## src/tes_pkg.sv

```systemverilog
package tes_pkg;
    // clock and time base
    localparam int CLK_PERIOD_NS = 8;
    localparam int NS_PER_US     = 1000;
    localparam int US_CYCLES     = (NS_PER_US + CLK_PERIOD_NS - 1) / CLK_PERIOD_NS;

    // exposure time in microseconds
    localparam int               EXP_W      = 23;
    localparam logic [EXP_W-1:0] EXP_MIN_US = 23'h000064;
    localparam logic [EXP_W-1:0] EXP_MAX_US = 23'h6acfc0;
    localparam logic [EXP_W-1:0] EXP_RST_US = 23'h002710;

    // register byte offsets
    localparam logic [7:0] OFS_CTRL   = 8'h00;
    localparam logic [7:0] OFS_EXPO   = 8'h04;
    localparam logic [7:0] OFS_STATUS = 8'h08;
    localparam logic [7:0] OFS_FCOUNT = 8'h0c;

    // axi responses
    localparam logic [1:0] RESP_OKAY   = 2'h0;
    localparam logic [1:0] RESP_SLVERR = 2'h2;

    // trigger modes
    localparam logic [1:0] MODE_FREE   = 2'h0;
    localparam logic [1:0] MODE_MASTER = 2'h1;
    localparam logic [1:0] MODE_SLAVE  = 2'h2;

    localparam int FCOUNT_W = 16;
    localparam int CFG_W    = 5;

    typedef struct packed {
        logic       strobe_pol;
        logic       trig_pol;
        logic       trig_src;
        logic [1:0] mode;
    } tes_cfg_t;

    localparam tes_cfg_t CFG_RST = '{strobe_pol: 1'h1, trig_pol: 1'h1, trig_src: 1'h0,
                                     mode: MODE_FREE};

    typedef enum logic [2:0] {
        ST_IDLE   = 3'h1,
        ST_EXPOSE = 3'h2,
        ST_READ   = 3'h4
    } tes_state_t;
endpackage : tes_pkg

```

## src/tes_ctrl.sv

```systemverilog
// Our own choices: the AXI4-Lite interface to the registers and the register addresses.
`timescale 1ns/1ps
// Contract
// [RULE1] free-run: continuous frames, trigger ignored
// [RULE2] master: trigger starts programmed exposure, one frame
// [RULE3] slave: exposure lasts while trigger asserted
// [RULE4] trigger source is cc1 or external
// [RULE5] trigger polarity selectable low or high
// [RULE6] exposure settable 100 us to 7000 ms
// [RULE7] programmed exposure unused in slave mode
// [RULE8] strobe asserted during each exposure
// [RULE9] strobe polarity selectable low or high
// [RULE10] triggers during exposure or readout ignored
module tes_ctrl #(
    // exposure in microseconds after reset; shorter values keep test runs brief
    parameter logic [tes_pkg::EXP_W-1:0] EXP_RST = tes_pkg::EXP_RST_US
) (
    // clock and reset
    input  wire logic        aclk,
    input  wire logic        aresetn,
    // axi4-lite write address
    input  wire logic [7:0]  s_axi_awaddr,
    input  wire logic        s_axi_awvalid,
    output logic             s_axi_awready,
    // axi4-lite write data
    input  wire logic [31:0] s_axi_wdata,
    input  wire logic [3:0]  s_axi_wstrb,
    input  wire logic        s_axi_wvalid,
    output logic             s_axi_wready,
    // axi4-lite write response
    output logic [1:0]       s_axi_bresp,
    output logic             s_axi_bvalid,
    input  wire logic        s_axi_bready,
    // axi4-lite read
    input  wire logic [7:0]  s_axi_araddr,
    input  wire logic        s_axi_arvalid,
    output logic             s_axi_arready,
    output logic [31:0]      s_axi_rdata,
    output logic [1:0]       s_axi_rresp,
    output logic             s_axi_rvalid,
    input  wire logic        s_axi_rready,
    // trigger pins
    input  wire logic        cc1_trig,
    input  wire logic        ext_trig,
    // sensor side
    output logic             expose,
    output logic             frame_start,
    input  wire logic        readout_done,
    // strobe pin
    output logic             strobe_out
);
    ////////////////////////////////////////////////////////////////////////////////
    function automatic logic [31:0] merge(input logic [31:0] old, input logic [31:0] nw,
                                          input logic [3:0] strb);
        logic [31:0] r;
        r = old;
        for (int i = 0; i < 4; i++) begin
            if (strb[i]) r[i*8 +: 8] = nw[i*8 +: 8];
        end
        return r;
    endfunction : merge

    function automatic logic is_mapped(input logic [7:0] a);
        return a == tes_pkg::OFS_CTRL || a == tes_pkg::OFS_EXPO ||
               a == tes_pkg::OFS_STATUS || a == tes_pkg::OFS_FCOUNT;
    endfunction : is_mapped

    ////////////////////////////////////////////////////////////////////////////////
    logic                 trig_level;
    logic                 trig_rise;
    tes_pkg::tes_cfg_t    cfg_reg, cfg_next;
    logic [tes_pkg::EXP_W-1:0] exp_reg, exp_next;
    logic                 aw_full_reg, aw_full_next;
    logic [7:0]           awaddr_reg, awaddr_next;
    logic                 w_full_reg, w_full_next;
    logic [31:0]          wdata_reg, wdata_next;
    logic [3:0]           wstrb_reg, wstrb_next;
    logic                 bvalid_reg, bvalid_next;
    logic [1:0]           bresp_reg, bresp_next;
    logic                 rvalid_reg, rvalid_next;
    logic [31:0]          rdata_reg, rdata_next;
    logic [1:0]           rresp_reg, rresp_next;
    tes_pkg::tes_state_t  state_reg, state_next;
    logic [1:0]           run_mode_reg, run_mode_next;
    logic [tes_pkg::EXP_W-1:0] exp_lat_reg, exp_lat_next;
    logic [7:0]           pre_reg, pre_next;
    logic [tes_pkg::EXP_W-1:0] us_reg, us_next;
    logic [tes_pkg::FCOUNT_W-1:0] fcnt_reg, fcnt_next;
    logic                 expose_reg, expose_next;
    logic                 fstart_reg, fstart_next;
    logic                 strobe_reg, strobe_next;

    tes_trig_sync u_sync (
        .aclk       (aclk),
        .aresetn    (aresetn),
        .cc1_trig   (cc1_trig),
        .ext_trig   (ext_trig),
        .trig_src   (cfg_reg.trig_src),
        .trig_pol   (cfg_reg.trig_pol),
        .trig_level (trig_level),
        .trig_rise  (trig_rise)
    );

    ////////////////////////////////////////////////////////////////////////////////
    // register bus: address and data may come in either order, one write at a time
    logic        have_aw, have_w, do_wr;
    logic [7:0]  wr_addr;
    logic [31:0] wr_data, merged;
    logic [3:0]  wr_strb;

    assign s_axi_awready = !aw_full_reg && !bvalid_reg;
    assign s_axi_wready  = !w_full_reg && !bvalid_reg;
    assign s_axi_arready = !rvalid_reg;

    always_comb begin
        have_aw = aw_full_reg || (s_axi_awvalid && s_axi_awready);
        have_w = w_full_reg || (s_axi_wvalid && s_axi_wready);
        do_wr = have_aw && have_w;
        wr_addr = aw_full_reg ? awaddr_reg : s_axi_awaddr;
        wr_data = w_full_reg ? wdata_reg : s_axi_wdata;
        wr_strb = w_full_reg ? wstrb_reg : s_axi_wstrb;
        aw_full_next = have_aw && !do_wr;
        w_full_next = have_w && !do_wr;
        awaddr_next = aw_full_reg ? awaddr_reg : s_axi_awaddr;
        wdata_next = wr_data;
        wstrb_next = wr_strb;
        cfg_next = cfg_reg;
        exp_next = exp_reg;
        merged = 32'h0;
        bvalid_next = bvalid_reg && !s_axi_bready;
        bresp_next = bresp_reg;
        if (do_wr) begin
            bvalid_next = 1'h1;
            bresp_next = is_mapped(wr_addr) ? tes_pkg::RESP_OKAY : tes_pkg::RESP_SLVERR;
            if (wr_addr == tes_pkg::OFS_CTRL) begin
                merged = merge({27'h0, cfg_reg}, wr_data, wr_strb);
                cfg_next = tes_pkg::tes_cfg_t'(merged[tes_pkg::CFG_W-1:0]);
            end else if (wr_addr == tes_pkg::OFS_EXPO) begin
                merged = merge({9'h0, exp_reg}, wr_data, wr_strb);
                // out-of-range values saturate rather than being refused
                if (merged < {9'h0, tes_pkg::EXP_MIN_US}) exp_next = tes_pkg::EXP_MIN_US; // RULE6
                else if (merged > {9'h0, tes_pkg::EXP_MAX_US}) exp_next = tes_pkg::EXP_MAX_US;
                else exp_next = merged[tes_pkg::EXP_W-1:0];
            end
        end
        rvalid_next = rvalid_reg && !s_axi_rready;
        rdata_next = rdata_reg;
        rresp_next = rresp_reg;
        if (s_axi_arvalid && s_axi_arready) begin
            rvalid_next = 1'h1;
            rresp_next = is_mapped(s_axi_araddr) ? tes_pkg::RESP_OKAY : tes_pkg::RESP_SLVERR;
            case (s_axi_araddr)
                tes_pkg::OFS_CTRL:   rdata_next = {27'h0, cfg_reg};
                tes_pkg::OFS_EXPO:   rdata_next = {9'h0, exp_reg};
                tes_pkg::OFS_STATUS: rdata_next = {28'h0, trig_level, state_reg};
                tes_pkg::OFS_FCOUNT: rdata_next = {16'h0, fcnt_reg};
                default:             rdata_next = 32'h0;
            endcase
        end
    end

    always_ff @(posedge aclk) begin
        if (!aresetn) begin
            aw_full_reg <= 1'h0;
            w_full_reg  <= 1'h0;
            awaddr_reg  <= 8'h0;
            wdata_reg   <= 32'h0;
            wstrb_reg   <= 4'h0;
            cfg_reg     <= tes_pkg::CFG_RST;
            exp_reg     <= EXP_RST;
            bvalid_reg  <= 1'h0;
            bresp_reg   <= tes_pkg::RESP_OKAY;
            rvalid_reg  <= 1'h0;
            rdata_reg   <= 32'h0;
            rresp_reg   <= tes_pkg::RESP_OKAY;
        end else begin
            aw_full_reg <= aw_full_next;
            w_full_reg  <= w_full_next;
            awaddr_reg  <= awaddr_next;
            wdata_reg   <= wdata_next;
            wstrb_reg   <= wstrb_next;
            cfg_reg     <= cfg_next;
            exp_reg     <= exp_next;
            bvalid_reg  <= bvalid_next;
            bresp_reg   <= bresp_next;
            rvalid_reg  <= rvalid_next;
            rdata_reg   <= rdata_next;
            rresp_reg   <= rresp_next;
        end
    end

    assign s_axi_bvalid = bvalid_reg;
    assign s_axi_bresp  = bresp_reg;
    assign s_axi_rvalid = rvalid_reg;
    assign s_axi_rdata  = rdata_reg;
    assign s_axi_rresp  = rresp_reg;

    ////////////////////////////////////////////////////////////////////////////////
    // exposure sequencer; mode and time are latched so a mid-frame write to either is harmless
    logic start, us_tick, timed_done;

    always_comb begin
        state_next = state_reg;
        run_mode_next = run_mode_reg;
        exp_lat_next = exp_lat_reg;
        pre_next = pre_reg;
        us_next = us_reg;
        fcnt_next = fcnt_reg;
        fstart_next = 1'h0;
        start = 1'h0;
        us_tick = pre_reg == 8'(tes_pkg::US_CYCLES - 1);
        timed_done = us_tick && (us_reg + 23'h1 == exp_lat_reg);
        case (state_reg)
            tes_pkg::ST_IDLE: begin
                if (cfg_reg.mode == tes_pkg::MODE_SLAVE || cfg_reg.mode == tes_pkg::MODE_MASTER)
                    start = trig_rise; // RULE2
                else
                    start = 1'h1; // RULE1
                if (start) begin
                    state_next = tes_pkg::ST_EXPOSE;
                    run_mode_next = cfg_reg.mode;
                    exp_lat_next = exp_reg;
                    pre_next = 8'h0;
                    us_next = 23'h0;
                end
            end
            tes_pkg::ST_EXPOSE: begin
                pre_next = us_tick ? 8'h0 : pre_reg + 8'h1;
                us_next = us_tick ? us_reg + 23'h1 : us_reg;
                if (run_mode_reg == tes_pkg::MODE_SLAVE ? !trig_level : timed_done) begin // RULE3 RULE7
                    state_next = tes_pkg::ST_READ;
                    fstart_next = 1'h1;
                    fcnt_next = fcnt_reg + 16'h1;
                end
            end
            tes_pkg::ST_READ: begin
                // triggers are not looked at until the readout finishes
                if (readout_done) state_next = tes_pkg::ST_IDLE; // RULE10
            end
            default: state_next = tes_pkg::ST_IDLE;
        endcase
        expose_next = state_next == tes_pkg::ST_EXPOSE; // RULE8
        strobe_next = expose_next ~^ cfg_next.strobe_pol; // RULE9
    end

    always_ff @(posedge aclk) begin
        if (!aresetn) begin
            state_reg    <= tes_pkg::ST_IDLE;
            run_mode_reg <= tes_pkg::MODE_FREE;
            exp_lat_reg  <= EXP_RST;
            pre_reg      <= 8'h0;
            us_reg       <= 23'h0;
            fcnt_reg     <= 16'h0;
            expose_reg   <= 1'h0;
            fstart_reg   <= 1'h0;
            strobe_reg   <= ~tes_pkg::CFG_RST.strobe_pol;
        end else begin
            state_reg    <= state_next;
            run_mode_reg <= run_mode_next;
            exp_lat_reg  <= exp_lat_next;
            pre_reg      <= pre_next;
            us_reg       <= us_next;
            fcnt_reg     <= fcnt_next;
            expose_reg   <= expose_next;
            fstart_reg   <= fstart_next;
            strobe_reg   <= strobe_next;
        end
    end

    assign expose      = expose_reg;
    assign frame_start = fstart_reg;
    assign strobe_out  = strobe_reg;

    ////////////////////////////////////////////////////////////////////////////////
    logic [31:0] len_reg;

    always_ff @(posedge aclk) begin
        if (!aresetn) len_reg <= 32'h0;
        else len_reg <= (state_reg == tes_pkg::ST_EXPOSE) ? len_reg + 32'h1 : 32'h0;
    end
endmodule : tes_ctrl

```

## src/tes_trig_sync.sv

```systemverilog
`timescale 1ns/1ps
module tes_trig_sync (
    // clock and reset
    input  wire logic aclk,
    input  wire logic aresetn,
    // trigger pins
    input  wire logic cc1_trig,
    input  wire logic ext_trig,
    // selection
    input  wire logic trig_src,
    input  wire logic trig_pol,
    // qualified trigger
    output logic      trig_level,
    output logic      trig_rise
);
    logic [1:0] meta_reg, meta_next;
    logic [1:0] sync_reg, sync_next;
    logic       level_reg, level_next;
    logic       rise_reg, rise_next;
    logic       selected;

    always_comb begin
        meta_next = {ext_trig, cc1_trig};
        sync_next = meta_reg;
        selected = trig_src ? sync_reg[1] : sync_reg[0]; // RULE4
        level_next = selected ~^ trig_pol; // RULE5
        // a source or polarity change may show as one spurious edge
        rise_next = level_next && !level_reg;
    end

    always_ff @(posedge aclk) begin
        if (!aresetn) begin
            meta_reg  <= 2'h0;
            sync_reg  <= 2'h0;
            level_reg <= 1'h0;
            rise_reg  <= 1'h0;
        end else begin
            meta_reg  <= meta_next;
            sync_reg  <= sync_next;
            level_reg <= level_next;
            rise_reg  <= rise_next;
        end
    end

    assign trig_level = level_reg;
    assign trig_rise  = rise_reg;
endmodule : tes_trig_sync

```

## config.mk

```make
export PLATFORM = sky130hd
export DESIGN_NAME = tes_ctrl
export DESIGN_NICKNAME = d
export VERILOG_FILES = /design/src/tes_pkg.sv /design/src/tes_ctrl.sv /design/src/tes_trig_sync.sv
export SDC_FILE = /design/constraint.sdc
export NUM_CORES = 1
export LEC_CHECK = 0
export BUFFER_PORTS_ARGS = -buffer_cell sky130_fd_sc_hd__buf_4
export CAP_MARGIN = 20
export CORE_UTILIZATION = 65
export CTS_BUF_LIST = sky130_fd_sc_hd__clkbuf_4
export CTS_CLUSTER_DIAMETER = 40
export DETAILED_ROUTE_END_ITERATION = 16
export HOLD_SLACK_MARGIN = 0.1
export PLACE_DENSITY = 0.88
export SLEW_MARGIN = 20
export SYNTH_ARGS = -nofsm -noshare
export SYNTH_HDL_FRONTEND = slang
export SYNTH_HIERARCHICAL = 1
export SYNTH_SLANG_ARGS = --single-unit
```

## constraint.sdc

```tcl
create_clock -name aclk -period 5.3 [get_ports aclk]
set_clock_uncertainty 0.05 [all_clocks]
set_input_delay 1.06 -clock aclk [delete_from_list [all_inputs] [get_ports aclk]]
set_output_delay 1.06 -clock aclk [all_outputs]
set_load 0.02 [all_outputs]
```

======== Word-level counts from Yosys, hierarchy flattened ========
Cells that the tools add are included.
storage, ports and cells
  logic and storage cells ................. 136
  output and inout bits ................... 44
  bits in registers ....................... 196
operators by class
  mux-type cells .......................... 44
  equality and inequality tests ........... 17
  bitwise logic cells ..................... 3
  $add $sub $neg .......................... 3
  reduce and logical (&&, ||, !) cells .... 39
  order comparisons ....................... 2
operators by type and width
  operator                                                                           count
  8-bit two-way mux                                                                  19
  23-bit two-way mux                                                                 4
  23-bit one-hot mux with 4 select lines                                             1
  23-bit one-hot mux with 2 select lines                                             1
  8-bit by 4-bit equality test with 1-bit output, second input constant              4
  32-bit by 23-bit greater-than comparator with 1-bit output, second input constant  1
  32-bit by 7-bit less-than comparator with 1-bit output, second input constant      1
  32-bit two-way mux                                                                 1
  23-bit by 1-bit adder with 23-bit output, second input constant                    1
  23-bit equality test                                                               1
  16-bit by 1-bit adder with 16-bit output, second input constant                    1
  8-bit by 3-bit equality test with 1-bit output, second input constant              2
  8-bit zero test                                                                    2
  8-bit one-hot mux with 2 select lines                                              1
  5-bit two-way mux                                                                  3
  1-bit logical AND                                                                  12
  1-bit logical OR                                                                   9
  3-bit two-way mux                                                                  3
  3-bit one-hot mux with 3 select lines                                              1
  3-bit AND reduction                                                                3
  8-bit by 1-bit adder with 8-bit output, second input constant                      1
  8-bit by 7-bit equality test with 1-bit output, second input constant              1
  1-bit zero test                                                                    8
  2-bit AND reduction                                                                4
  other kinds (13)                                                                   23

======== Longest topological paths before layout ========
  depth after elaboration ................. 9
  gate-level depth with buffers ........... 12

======== Cells and area by module ========
The synthesis kept the hierarchy.
by module, submodules not included
  module         area an instance (sq um)  sequential area each (sq um)  times used  cells each
  tes_ctrl       8658.3                    3583.4                        1           1014
  tes_trig_sync  207.7                     120.1                         1           17

======== Worst setup path before layout ========
Ideal clock, no wire load.
  path type ............................... input -> register
  from .................................... input port s_axi_awaddr[7]
  to ...................................... register exp_reg[0] in the netlist's numbering
  setup time .............................. 78 ps
  cell stages on the path ................. 8
  path buffers ............................ 0
  path slack .............................. 1991 ps
  data arrival time ....................... 3180 ps
  cells stage by stage .................... or4_1 -> o22a_1 -> nor4_2 -> o21ai_1 -> a31oi_2 -> o21ai_1 -> o21a_1 -> o22ai_1
on the way
  cells in the longest elaborated chain, start to end .. 4
  elaborated cells on any way between the ends .. 5
  those cells by class .................... 1 x eq/ne; 1 x mux; 1 x bitwise; 2 x reduce/logical
ends and longest elaborated chain
  what                                    line             source
  from (decl)                             tes_ctrl.sv:22   input wire logic [7:0] s_axi_awaddr,
  8-bit two-way mux *                     n/a
  8-bit zero test                         tes_ctrl.sv:135  if (wr_addr == tes_pkg::OFS_CTRL) begin
  1-bit NOT (no source line)              n/a
  3-bit AND reduction (no source line) *  n/a
  to (signal assigned)                    tes_ctrl.sv:183  exp_reg <= exp_next;
  to (decl)                               tes_ctrl.sv:72   logic [tes_pkg::EXP_W-1:0] exp_reg, exp_next;
Mark *: on every way between the ends. The rest lies on a longest branch, timed or not.
A chain may end at the register's enable or synchronous reset.

======== Final worst setup path ========
  from .................................... register w_full_reg
  to ...................................... register exp_reg[3] in the netlist's numbering
on the way
  cells in the longest elaborated chain, start to end .. 8
  elaborated cells on any way between the ends .. 28
  those cells by class .................... 2 x order compare; 20 x mux; 6 x reduce/logical
ends and longest elaborated chain
  what                                                        line                              source
  from (decl)                                                 tes_ctrl.sv:75                    logic w_full_reg, w_full_next;
  from (signal assigned)                                      tes_ctrl.sv:178                   w_full_reg <= w_full_next;
  32-bit two-way mux or 4-bit two-way mux (tied branches)     tes_ctrl.sv:120, tes_ctrl.sv:121
  8-bit two-way mux                                           tes_ctrl.sv:58                    if (strb[i]) r[i*8 +: 8] = nw[i*8 +: 8];
  8-bit two-way mux                                           tes_ctrl.sv:138                   end else if (wr_addr == tes_pkg::OFS_EXPO) begin
  8-bit two-way mux                                           tes_ctrl.sv:135
  8-bit two-way mux                                           tes_ctrl.sv:132                   if (do_wr) begin
  32-bit by 23-bit greater-than comparator with 1-bit output  tes_ctrl.sv:142                   else if (merged > {9'h0, tes_pkg::EXP_MAX_US}) exp_next = tes_pkg::EXP_MAX_US;
  23-bit two-way mux                                          tes_ctrl.sv:142
  23-bit two-way mux                                          tes_ctrl.sv:141                   if (merged < {9'h0, tes_pkg::EXP_MIN_US}) exp_next = tes_pkg::EXP_MIN_US;
Several ways; a longest one is shown, not always the timed one. The select of a mux whose other input is x is not followed.

==> results.yml <==
setup_path:
  reg2reg_depth: 9
  critPathRequiredTime_ns: 5.76
  cp-start-kind: "register"
  arrival_ns: 4.39
  worstSetupEndpointType: "register"
  cp_max_fo: 32
  r2r_end: "exp_reg[3]"
  r2r_start: "w_full_reg"
  rrSetupSlack_ns: 1.37
  crit_type: "reg2reg"
sta:
  rsz0062_at_grt: "false"
  setup_tns_ns: 0
  holdWs_ns: 0.414
  finalCritPeriodShare: 0.742
  drv_slew: 0
  relSlewSlack: 0.345
  period_minus_slack_ns: 3.93
  setup_viol: 0
  hold_viol_final: 0
  tightest_slew_ns: 0.980
  max_freq_mhz: 254
global_route:
  grt_pass1_vias: 6993
  grt_first_pass_wirelength_um: 33700
  met3_usage: 0.0613
  grt-busiest-layer: "met2"
  grt_overflow: 0
  antenna_found_initial: 1
  grt_start_max_net_pins: 75
  use_met1: 0.388
  grt_use_total: 0.295
  grtUsageMet2: 0.481
floorplanning:
  initial_core_util: 0.667
  die_h_um: 119
  core_um2: 13300
  io_pins: 106
  fp.dieArea_um2: 14100
  std_cell_rows: 42
  die_w_um: 119
layout:
  layout-drive-gt1-share: 0.144
  area_delta_synth_final_pct: 10.7
  post-route-util: 0.738
  finalNetCount: 1153
  largest_reg_flops: 32
yosys:
  yosys_warnings: 6
  syn_area_um2: 8870
  yosys.area.top_type: "dfxtp_1"
  synth_area_leaders: "dfxtp_1 42%, mux2i_1 8.5%, nor2_1 5.4%"
  synth_top_flop_cell: "dfxtp_1"
  async_reset_ff_frac: 0
  synth_edf_count: 0
  ys_ff_latch: 185
  ys_seq_area_frac: 0.418
  synth_cell_types: 72
  post-synth-top-count-cell: "dfxtp_1"
  synth_top_area_share: 0.418
  synth.top_cells.by_count: "185 x dfxtp_1, 128 x nor2_1, 92 x nand2_1"
  avgSynthCellArea_um2: 8.60
  syn_inst: 1031
clock_tree:
  clockBufferDepth: 2
  htreeDepth: 4
  clk_pin_slew_ns: 0.14
  clock_latency_ns: 0.59
  clkSinkCount: 185
  cts_tree: "built"
  cts_resized: 0
  cts-root-buf: "clkbuf_4"
  postCtsSetupBuffers: 0
  cts_buffers: 17
  cts_hold_buffers: 0
min_path:
  hp-start: "u_sync/meta_reg[0]"
  hold_path.class: "reg2reg"
  holdPathStages: 1
  worstHoldEndpoint: "u_sync/sync_reg[0]"
detailed_routing:
  drt_pass1_iterations: 6
  drc: 0
  ant_nets: 0
  wl_per_cell_um: 16.2
  routed_via_density: 6.15
  wl_um: 20700
  num_vias: 7849
  dr.first_iter.drc_count: 647
pwr:
  peakVddDrop_mv: 0.203
  p_leak_uw: 0.00377
  power.density_nw_per_um2: 251
placed_design:
  port_buffers: 94
  place_congestion: 0.938
  dp_hpwl_um: 14900
flow_run:
  maxCapViolations: 0
outcome:
  status: "complete, no violations"
[through the flow]
stage | setup WS, ns | power [uW] | std cells | cell area, um2
finish | 1.37 | 2470 | 1277 | 9810
global placement | 1.29 | 1770 | 1244 | 9550
global route | 1.10 | 2560 | 1277 | 9810
CTS | 1.38 | 2470 | 1276 | 9800
detailed placement | 1.23 | 1780 | 1244 | 9550
floorplan | 1.99 | 1690 | 1041 | 8900
[layer usage]
metal / share of wire / vias up / wire (um)
li1: - / 3832 / -
met5: 0 / - / 0
met1: 0.44 / 3714 / 9030
met2: 0.48 / 263 / 9890
met4: 0.024 / 0 / 501
met3: 0.061 / 40 / 1260
[report_power, final]
part           total [uW]  internal, uW  switching [uW]
Clock                 713           231             482
Sequential           1460          1430            29.2
Combinational         299           127             172
Total                2470          1780             683
[cells by family after synthesis]
logic type,share of synthesized area
adders and majority gates,0.00565
xor gates and xnor gates,0.0425
and+or+nand+nor,0.227
AOI/OAI and AO/OA,0.161
DFF,0.418
other,0.000423
buffers and inverters,0.0452
muxes,0.101
[worst max path at each step]
stage	from	end	cells after the start
6_report	w_full_reg	exp_reg[3]	9
5_1_grt	w_full_reg	exp_reg[0]	9
4_1_cts	w_full_reg	exp_reg[3]	9
3_5_place_dp	s_axi_awaddr[7]	exp_reg[3]	10
3_3_place_gp	s_axi_wstrb[1]	exp_reg[13]	9
2_1_floorplan	s_axi_awaddr[7]	exp_reg[0]	8
[layout by cell type, fill, tap and decap left out, types with 14 or more instances in the layout]
| cell | n |
|---|---|
| o31ai_1 | 16 |
| nand3_1 | 29 |
| o21ai_0 | 57 |
| nand2_1 | 92 |
| clkbuf_4 | 17 |
| a221oi_1 | 16 |
| a21oi_1 | 64 |
| nand4_1 | 22 |
| nor4_1 | 14 |
| xnor2_1 | 27 |
| and3_1 | 28 |
| dfxtp_1 | 184 |
| nor3_1 | 14 |
| nor2_1 | 127 |
| xor2_1 | 16 |
| buf_4 | 102 |
| mux2i_1 | 75 |
[area by class of cell]
cell class	instances	area, um2
fill	1030	3480
antenna	1	2.50
multi-input combinational	767	4810
timing repair buffer	102	766
sequential	185	3700
clock inverter	15	124
tap	176	220
inverter	14	53.8
clock buffer	17	128
[worst max-delay path, stage by stage, from the launching register on]
cell and delay, ns:
dfxtp_2 0.74, buf_4 0.48, mux2_2 0.49, mux2i_1 0.17, and3_1 0.21, or3_1 0.32, a31oi_2 0.51, o21ai_1 0.39
o21a_1 0.31, o22ai_1 0.17
(Power assumes the default switching activity.)
